`src/hdl/regbuf_pkg.sv`:
```
// Shared constants and types for the registered command/address buffer
package regbuf_pkg;

  // Data lane count; bit 0 carries input position 1
  localparam int unsigned LANES = 25;

  // Stages of every input synchroniser
  localparam int unsigned SYNC_STAGES = 2;

  // Active lane masks per topology
  localparam logic [LANES-1:0] MASK_ONE_TO_ONE = 25'h1ffffb6;
  localparam logic [LANES-1:0] MASK_PAIR_A     = 25'h0003fb6;
  localparam logic [LANES-1:0] MASK_PAIR_B     = 25'h0001bbf;

  // Link edges the error output stays low once asserted
  localparam logic [1:0] ERR_HOLD_EDGES = 2'h2;

  // Reset value of every register of the block except cross_prev_ff, which resets to its inverse
  localparam logic RESET_LEVEL = 1'b0;

  // Topologies chosen by the two configuration inputs
  typedef enum logic [1:0] {
    TOPO_ONE_TO_ONE,
    TOPO_PAIR_A,
    TOPO_PAIR_B
  } topo_e;

  // One registered copy of all outputs that face the DRAMs
  typedef struct packed {
    logic [LANES-1:0] cmd_addr;
    logic             termination;
    logic             clk_enable;
    logic             select_copy;
  } out_copy_s;

  // Synchronised image of every input pin
  typedef struct packed {
    logic             clk_p;
    logic             clk_n;
    logic             pair_position;
    logic             fanout_mode;
    logic             module_sel_n;
    logic             rank_sel_n;
    logic [LANES-1:0] cmd_addr;
    logic             termination;
    logic             clk_enable;
    logic             parity_bit;
  } pin_in_s;

  // Width of the synchronised pin bundle
  localparam int unsigned PIN_W = $bits(pin_in_s);

endpackage : regbuf_pkg

```
`src/hdl/sync_bank.sv`:
```
// Two flip-flop synchroniser for a bundle of asynchronous inputs
module sync_bank #(
  parameter int unsigned WIDTH = 1
) (
  input  wire logic             clk_i,
  input  wire logic             rstn_i,
  input  wire logic [WIDTH-1:0] async_i,
  output logic      [WIDTH-1:0] sync_o
);

  logic [WIDTH-1:0] meta_ff;

  // First stage is read only by the second stage
  always_ff @(posedge clk_i or negedge rstn_i) begin
    if (!rstn_i) begin
      meta_ff <= '0;
      sync_o  <= '0;
    end else begin
      meta_ff <= async_i;
      sync_o  <= meta_ff;
    end
  end

endmodule : sync_bank

```
`src/hdl/regbuf_top.sv`:
```
// Configurable registered command/address buffer with parity check
// What this block does
// - Capture data, termination and clock-enable where positive clock rises, negative is low.
// - Active-low reset acts asynchronously and clears every internal register except the crossing history, which it sets.
// - Both chip selects high hold gated data outputs; either low updates them.
// - Termination, clock-enable and select copy outputs update on every capture.
// - Partial parity is high when active data lanes and the parity bit hold an odd count of ones.
// - Error output is active-low open drain, one local cycle after its partial parity output.
// - Unused positions ignore their inputs and drive their outputs low.
// - Two configuration inputs pick one-to-one or pair A or pair B topology.
// - Config 00 uses positions 2,3,5,6,8-25 one to one.
// - Config 01 (pair A) uses positions 2,3,5,6,8-14.
// - Config 11 (pair B) uses positions 1-6,8-10,12,13.
// - Second input picks 25-bit or 14-bit fanout; first picks pinout A or B.
// - Even parity: error when active data plus parity bit have odd ones.
// - Partial parity appears at the capture after its data's capture; error one local cycle later.
// - Asserted error stays low for two cycles or until reset.
module regbuf_top (
  input  wire logic                             clk_i,
  input  wire logic                             rstn_i,
  input  wire logic                             diff_clock_p_i,
  input  wire logic                             diff_clock_n_i,
  input  wire logic                             pair_position_select_i,
  input  wire logic                             fanout_mode_select_i,
  input  wire logic                             module_select_n_i,
  input  wire logic                             rank_select_n_i,
  input  wire logic [regbuf_pkg::LANES-1:0]     cmd_addr_in_i,
  input  wire logic                             termination_in_i,
  input  wire logic                             clk_enable_in_i,
  input  wire logic                             parity_bit_in_i,
  output logic      [regbuf_pkg::LANES-1:0]     cmd_addr_out_a_o,
  output logic      [regbuf_pkg::LANES-1:0]     cmd_addr_out_b_o,
  output logic                                  termination_out_a_o,
  output logic                                  termination_out_b_o,
  output logic                                  clk_enable_out_a_o,
  output logic                                  clk_enable_out_b_o,
  output logic                                  select_copy_out_a_o,
  output logic                                  select_copy_out_b_o,
  output logic                                  partial_parity_out_o,
  output logic                                  parity_error_n_o,
  output logic                                  parity_error_n_oe_o
);

  // Map the two configuration inputs onto a topology
  function automatic regbuf_pkg::topo_e decode_topo(input logic pos_sel, input logic fan_sel);
    if (!fan_sel) begin
      decode_topo = regbuf_pkg::TOPO_ONE_TO_ONE;
    end else if (!pos_sel) begin
      decode_topo = regbuf_pkg::TOPO_PAIR_A;
    end else begin
      decode_topo = regbuf_pkg::TOPO_PAIR_B;
    end
  endfunction : decode_topo

  // Active lane set of a topology
  function automatic logic [regbuf_pkg::LANES-1:0] lane_mask(input regbuf_pkg::topo_e topo);
    unique case (topo)
      regbuf_pkg::TOPO_ONE_TO_ONE: lane_mask = regbuf_pkg::MASK_ONE_TO_ONE;
      regbuf_pkg::TOPO_PAIR_A:     lane_mask = regbuf_pkg::MASK_PAIR_A;
      regbuf_pkg::TOPO_PAIR_B:     lane_mask = regbuf_pkg::MASK_PAIR_B;
      default:                     lane_mask = '0;
    endcase
  endfunction : lane_mask

  regbuf_pkg::pin_in_s           pin_raw;
  regbuf_pkg::pin_in_s           pin_s;
  logic [regbuf_pkg::PIN_W-1:0]  pin_sync;
  logic [1:0]                    warm_ff;
  logic                          warm;
  logic                          crossed;
  logic                          cross_prev_ff;
  logic                          capture;
  regbuf_pkg::topo_e             topo;
  logic [regbuf_pkg::LANES-1:0]  mask;
  logic                          fanout;
  logic                          cs_active;
  logic [regbuf_pkg::LANES-1:0]  data_act;
  regbuf_pkg::out_copy_s         copy_ff;
  regbuf_pkg::out_copy_s         nxt_copy;
  logic                          data_par_ff;
  logic                          par_sum;
  logic                          ppo_ff;
  logic                          err_ff;
  logic [1:0]                    hold_ff;

  // Bundle every pin for the synchroniser
  assign pin_raw = '{
    clk_p:         diff_clock_p_i,
    clk_n:         diff_clock_n_i,
    pair_position: pair_position_select_i,
    fanout_mode:   fanout_mode_select_i,
    module_sel_n:  module_select_n_i,
    rank_sel_n:    rank_select_n_i,
    cmd_addr:      cmd_addr_in_i,
    termination:   termination_in_i,
    clk_enable:    clk_enable_in_i,
    parity_bit:    parity_bit_in_i
  };

  // All pins cross into the local clock through two flip-flops
  sync_bank #(
    .WIDTH (regbuf_pkg::PIN_W)
  ) u_pin_sync (
    .clk_i   (clk_i),
    .rstn_i  (rstn_i),
    .async_i (pin_raw),
    .sync_o  (pin_sync)
  );

  assign pin_s = regbuf_pkg::pin_in_s'(pin_sync);

  // Synchroniser fill count; the cleared stages would otherwise fake a low link clock
  always_ff @(posedge clk_i or negedge rstn_i) begin
    if (!rstn_i) begin
      warm_ff <= '0;
    end else if (!warm) begin
      warm_ff <= warm_ff + 2'h1;
    end
  end

  assign warm = (warm_ff == 2'(regbuf_pkg::SYNC_STAGES));

  // Crossing of the pair: positive high while negative low, judged on one sample
  assign crossed = pin_s.clk_p & ~pin_s.clk_n;

  // Previous crossing level; held high until the stages fill so release makes no edge
  always_ff @(posedge clk_i or negedge rstn_i) begin
    if (!rstn_i) begin
      cross_prev_ff <= ~regbuf_pkg::RESET_LEVEL;
    end else if (!warm) begin
      cross_prev_ff <= ~regbuf_pkg::RESET_LEVEL;
    end else begin
      cross_prev_ff <= crossed;
    end
  end

  // Capture where the crossing first appears; a skewed sample of the pair only delays it
  assign capture = warm & crossed & ~cross_prev_ff;

  // Configuration decode and input masking
  assign topo      = decode_topo(pin_s.pair_position, pin_s.fanout_mode);
  assign mask      = lane_mask(topo);
  assign fanout    = (topo != regbuf_pkg::TOPO_ONE_TO_ONE);
  assign data_act  = pin_s.cmd_addr & mask;
  assign cs_active = ~(pin_s.module_sel_n & pin_s.rank_sel_n);

  // Next output copy: gated lanes hold while both selects are high
  always_comb begin
    nxt_copy             = copy_ff;
    nxt_copy.termination = pin_s.termination;
    nxt_copy.clk_enable  = pin_s.clk_enable;
    nxt_copy.select_copy = pin_s.module_sel_n;
    if (cs_active) begin
      nxt_copy.cmd_addr = data_act;
    end else begin
      nxt_copy.cmd_addr = copy_ff.cmd_addr & mask;
    end
  end

  // Output register, loaded on each link capture edge
  always_ff @(posedge clk_i or negedge rstn_i) begin
    if (!rstn_i) begin
      copy_ff <= '0;
    end else if (capture) begin
      copy_ff <= nxt_copy;
    end
  end

  // Copy A always drives; copy B only in fanout mode, else low
  assign cmd_addr_out_a_o    = copy_ff.cmd_addr;
  assign termination_out_a_o = copy_ff.termination;
  assign clk_enable_out_a_o  = copy_ff.clk_enable;
  assign select_copy_out_a_o = copy_ff.select_copy;

  // B copies registered alongside A for identical timing
  regbuf_pkg::out_copy_s copy_b_ff;
  always_ff @(posedge clk_i or negedge rstn_i) begin
    if (!rstn_i) begin
      copy_b_ff <= '0;
    end else if (capture) begin
      copy_b_ff <= fanout ? nxt_copy : '0;
    end
  end

  assign cmd_addr_out_b_o    = copy_b_ff.cmd_addr;
  assign termination_out_b_o = copy_b_ff.termination;
  assign clk_enable_out_b_o  = copy_b_ff.clk_enable;
  assign select_copy_out_b_o = copy_b_ff.select_copy;

  // Parity of the lanes registered at the previous capture
  always_ff @(posedge clk_i or negedge rstn_i) begin
    if (!rstn_i) begin
      data_par_ff <= regbuf_pkg::RESET_LEVEL;
    end else if (capture) begin
      data_par_ff <= ^data_act;
    end
  end

  // Parity bit captured one link cycle after its data closes the sum
  assign par_sum = data_par_ff ^ pin_s.parity_bit;

  // Partial parity output, registered at the link capture after its data's capture
  always_ff @(posedge clk_i or negedge rstn_i) begin
    if (!rstn_i) begin
      ppo_ff <= regbuf_pkg::RESET_LEVEL;
    end else if (capture) begin
      ppo_ff <= par_sum;
    end
  end

  assign partial_parity_out_o = ppo_ff;

  // Error flag with a two edge hold; a new error restarts the hold
  always_ff @(posedge clk_i or negedge rstn_i) begin
    if (!rstn_i) begin
      err_ff  <= regbuf_pkg::RESET_LEVEL;
      hold_ff <= '0;
    end else if (capture) begin
      if (par_sum) begin
        err_ff  <= 1'b1;
        hold_ff <= regbuf_pkg::ERR_HOLD_EDGES - 2'h1;
      end else if (hold_ff != 2'h0) begin
        hold_ff <= hold_ff - 2'h1;
      end else begin
        err_ff  <= 1'b0;
      end
    end
  end

  // Open drain: enable pulls low, data stays low so the pin only sinks
  always_ff @(posedge clk_i or negedge rstn_i) begin
    if (!rstn_i) begin
      parity_error_n_o    <= regbuf_pkg::RESET_LEVEL;
      parity_error_n_oe_o <= regbuf_pkg::RESET_LEVEL;
    end else begin
      parity_error_n_o    <= 1'b0;
      parity_error_n_oe_o <= err_ff;
    end
  end

endmodule : regbuf_top

```
`config.mk`:
```
export PLATFORM = sky130hd
export DESIGN_NAME = regbuf_top
export DESIGN_NICKNAME = d
export VERILOG_FILES = /design/src/hdl/regbuf_pkg.sv /design/src/hdl/sync_bank.sv /design/src/hdl/regbuf_top.sv
export SDC_FILE = /design/constraint.sdc
export NUM_CORES = 1
export LEC_CHECK = 0
export BUFFER_PORTS_ARGS = -buffer_cell sky130_fd_sc_hd__buf_2
export CORE_ASPECT_RATIO = 0.9
export CORE_MARGIN = 2
export CORE_UTILIZATION = 55
export DETAILED_ROUTE_END_ITERATION = 10
export PLACE_DENSITY = 0.81
export RECOVER_POWER = 50
export SYNTH_ARGS = -nofsm -noshare
export SYNTH_HDL_FRONTEND = slang
export SYNTH_SLANG_ARGS = --single-unit
```
`constraint.sdc`:
```
create_clock -name clk_i -period 4.7 [get_ports clk_i]
set_input_delay 0.47 -clock clk_i [delete_from_list [all_inputs] [get_ports clk_i]]
set_output_delay 0.47 -clock clk_i [all_outputs]
set_load 0.005 [all_outputs]
```
* After elaboration in Yosys (flattened, before gate mapping)
Cells that the tools add are included.
Word-level totals: word-level logic and storage cells 49, output and inout bits 59, flip-flop bits (word level) 133, bits of input ports 36
Cells by class: equal/unequal tests 4, bitwise gates (word level) 9, mux-type cells 10, add/sub/neg operators 2, reductions and logical operators 7
Operator list (count):
- $pmux 25 s3 | 1
- $and 25x25->25 | 2
- $mux 28 | 1
- $mux 25 | 1
- $reduce_xor 25->1 | 1
- $mux 2 | 4
- $reduce_bool 2->1 | 3
- $and 1x1->1 | 4
- $eq 2x2->1 const B | 2
- $reduce_and 2->1 | 2
- $mux 1 | 3
- $add 2x1->2 const B | 1
- $eq 2x1->1 const B | 1
- $logic_not 2->1 | 1
- $ne 2x2->1 const B | 1
- $not 1->1 | 2
- $sub 2x1->2 const B | 1
- $xor 1x1->1 | 1

* Depth between registers and ports, before layout
depth in word-level cells 7, mapped depth 8

* By module
Synthesis repeated with hierarchy kept, for this count alone.
Unflattened totals: cell total of the unflattened synthesis 320, area, all modules 4590.7 um^2
By module, submodules not included:
- regbuf_top | times used 1, area an instance 2889.0 um^2, cells an instance 252, sequential area each 1577.8 um^2
- sync_bank | times used 1, area an instance 1701.6 um^2, cells an instance 68, sequential area each 1701.6 um^2

* Least setup slack after synthesis
No wires, ideal clock.
path kind flip-flop to flip-flop, from reg warm_ff[0], to reg copy_ff (netlist bit cmd_addr_out_a_o[11]), stages on the path, launching flop included 8, data arrival time 1.799 ns, setup slack 2.776 ns, library setup time 0.125 ns, cell sequence dfrtp_1 inv_1 ha_1 or4b_1 buf_4 nor2_8 buf_12 mux2_4
Between the ends: longest elaborated chain between the ends 3
Ends and longest elaborated chain:
- from (decl) | RTL line regbuf_top.sv:68 | logic [1:0] warm_ff;
- from (signal assigned) | RTL line regbuf_top.sv:117 | warm_ff <= warm_ff + 2'h1;
- $eq 2x2->1 | RTL line regbuf_top.sv:121 | assign warm = (warm_ff == 2'(regbuf_pkg::SYNC_STAGES));
- $and 1x1->1 (2 in series) | RTL line regbuf_top.sv:138 | assign capture = warm & crossed & ~cross_prev_ff;
- to (signal assigned) | RTL line regbuf_top.sv:165 | copy_ff <= nxt_copy;
- to (decl) | RTL line regbuf_top.sv:78 | regbuf_pkg::out_copy_s copy_ff;
Every way passes these cells. A chain may end at the register's enable or synchronous reset.

* Final worst setup path
from reg warm_ff[0], to reg copy_ff (netlist bit cmd_addr_out_a_o[4])
The elaborated chain is that of the path after synthesis.

==> results.json <==
{
  "synth_edf_count": 0,
  "grt_pass1_wl_mm": 13.7,
  "diodes": 0,
  "slew-limit-headroom_pct": 19.2,
  "async_reset_ff_share_pct": 100,
  "synth_cells": 318,
  "synthesis.area_mm2": 0.00454,
  "cp_top_family": "simple AND/OR/NAND/NOR gates",
  "cts_sinks": 129,
  "overflow": 0,
  "yosysMostFrequentCell": "dfrtp_1",
  "dr_wl_met3_um": 413,
  "drv_cap": 0,
  "grt_max_degree": 74,
  "wirelength_met1_mm": 3.51,
  "synth_area_per_cell_um2": 14.3,
  "synth.distinct_cells": 33,
  "ys.flop_type": "dfrtp_1",
  "io_pins": 95,
  "critical_path_required_ns": 5.08,
  "synthTopCellsByCount": "dfrtp_1, nand2_1, o21ai_0",
  "p_per_area_mw_per_mm2": 520,
  "timing.critical_path.buf_inv": 1,
  "ir_drop_mv": 0.455,
  "end_kind": "flip-flop",
  "worst_skew_pair.late_latency_ns": 0.50,
  "port_buffers": 90,
  "fp.dieH_um": 90.2,
  "cts_resized": 0,
  "ys_warn_count": 0,
  "slew_viol_final": 0,
  "finClkSkew_ns": 0.0100,
  "arrival_ns": 3.17,
  "fin_crit_sh_pct": 59.4,
  "hold_violations": 0,
  "vias_per_cell": 5.13,
  "p_leak_nw": 2.78,
  "grtUsageTotal_pct": 19.9,
  "die_w_um": 99.8,
  "path_class": "flip-flop to flip-flop",
  "dieArea_mm2": 0.00900,
  "first_pass_iters": 4,
  "nFillCells": 559,
  "top_layer_used": "met4",
  "dp_hpwl_mm": 5.17,
  "critPathMaxStageDelay_ns": 1.07,
  "clock.fmax_mhz": 358,
  "first_iter_violations": 152,
  "syn_to_final_growth_pct": 25.1,
  "startpoint_type": "flip-flop",
  "htreeDepth": 4,
  "core_mm2": 0.00803,
  "synth_area_leaders": "dfrtp_1, nand2_1, mux2i_1, xnor2_1, o21ai_2",
  "worstHoldPathType": "input pin to flip-flop",
  "critPathMaxFanout": 46,
  "rows": 31,
  "wl_met2_mm": 4.05,
  "wl_per_cell_um": 15.2,
  "gp_congestion": 0.709,
  "drive_gt1_share_pct": 33.5,
  "yosys.area.top_type": "dfrtp_1",
  "clk_pin_slew_ns": 0.06,
  "drtAntennaViolNets": 0,
  "cp_cell_sequence": "inv_1 > ha_1 > or4b_2 > nor2_8 > mux2_2",
  "yosysSeqAreaShare_pct": 71.1,
  "cts_made_buffers": 17,
  "wl_mm": 8.06,
  "slowest_stage": "or4b_2",
  "period_needed_ns": 2.79,
  "initial_core_util_pct": 56.5,
  "whs_ns": 0.0693,
  "grt_pass1_vias": 2806,
  "clock_path_buffers": 2,
  "cts_root_buffer": "clkbuf_8",
  "vias": 2714,
  "tritoncts": "built",
  "setup_viol": 0,
  "ys_ff_latch": 129,
  "tightest_slew_ns": 1.21,
  "fin_setup_tns_ns": 0,
  "synth.top_cell.area_share_pct": 70.6,
  "nets": 455,
  "grt_antenna_before_repair": 0,
  "rsz0062_at_grt": "no",
  "drc": 0,
  "outcome": "finished, final reports clean"
}
[cell type report]
cell class | instances | area, um2 | area share (%)
clock buffer | 19 | 442 | 7.78
tap | 99 | 124 | 2.18
timing repair buffer | 94 | 483 | 8.51
multi-input combinational | 171 | 1200 | 21.2
clock inverter | 13 | 184 | 3.24
sequential | 129 | 3230 | 56.9
inverter | 4 | 15.0 | 0.264
[cells in the final DEF (no fill, tap or decap), drive strengths merged]
cell and count:
nor2 5, xnor3 2, inv 5, mux2i 14, bufinv 4, conb 3, a22oi 11, o32ai 1
ha 2, nand3b 1, xnor2 16, or4b 1, mux2 9, clkbuf 24, o21ai 30, dfstp 1
and2 13, a32o 4, dlygate4sd3 1, nor4b 1, nand2 48, clkinvlp 3, clkinv 5, xor2 4
buf 88, o21a 1, nand3 3, a21oi 2, dfrtp 128
[timing repair]
action	CTS	global route
hold buffers	1	0
endpoints found under the hold margin	71	0
buffers inserted	0	0
[metal layers]
| metal | up-vias | global-route usage, % |
|---|---|---|
| met4 | 0 | 7.08 |
| met1 | 1347 | 26.1 |
| met5 | - | 0 |
| li1 | 1257 | - |
| met2 | 102 | 31.4 |
| met3 | 8 | 6.69 |
[registers in the layout (all words and copies together), names as in the netlist, 2 cells and up]
| register | count |
|---|---|
| cmd_addr_out_a_o | 24 |
| cmd_addr_out_b_o | 24 |
| hold_ff | 2 |
| u_pin_sync.meta_ff | 33 |
| u_pin_sync.sync_o | 33 |
| warm_ff | 2 |
[where the power goes]
group / internal (mW) / leakage [nW] / switching [mW]
Clock: 0.889 / 0.300 / 0.462
Combinational: 0.152 / 0.902 / 0.154
Sequential: 1.22 / 1.57 / 0.0710
Total: 2.26 / 2.78 / 0.687
[through the flow]
step / area (um2) / util (%) / setup WS (ns) / power (mW) / cells
6_report: 5680 / 70.7 / 1.91 / 2.95 / 529
3_3_place_gp: 5050 / 62.9 / 1.94 / 1.60 / 496
5_1_grt: 5680 / 70.7 / 1.73 / 3.08 / 529
2_1_floorplan: 4550 / - / 2.78 / 1.48 / 320
3_5_place_dp: 5050 / 62.9 / 1.91 / 1.62 / 496
4_1_cts: 5680 / 70.8 / 1.88 / 2.99 / 529
[kinds of logic after synthesis]
| group | count (synthesis) | synth area share (%) |
|---|---|---|
| buf+inv | 20 | 2.70 |
| simple gates | 72 | 7.44 |
| fa+ha+maj | 2 | 0.551 |
| other cells | 1 | 0.0826 |
| mux | 23 | 5.73 |
| xor+xnor | 22 | 4.85 |
| compound gates | 49 | 7.50 |
| flops | 129 | 71.1 |
[worst paths after layout]
check | depth (start not counted) | endpoint | startpoint | slack [ns]
min in group asynchronous | 2 | cmd_addr_out_b_o[24] | rstn_i | 0.54
worst max-delay path | 5 | cmd_addr_out_a_o[4] | warm_ff[0] | 1.91
max in group asynchronous | 3 | u_pin_sync.sync_o[7] | rstn_i | 2.99
worst min register to register | 0 | u_pin_sync.sync_o[23] | u_pin_sync.meta_ff[23] | 0.35
worst max register to register | 5 | cmd_addr_out_a_o[4] | warm_ff[0] | 1.91
worst min-delay path | 1 | u_pin_sync.meta_ff[32] | diff_clock_n_i | 0.07
[worst register-to-register path, cell delays in order, from the launching register on]
cell	delay, ns
dfrtp_1	0.39
inv_1	0.06
ha_1	0.24
or4b_2	1.07
nor2_8	0.52
mux2_2	0.39
Note: power is estimated with default switching activity, not from simulation.
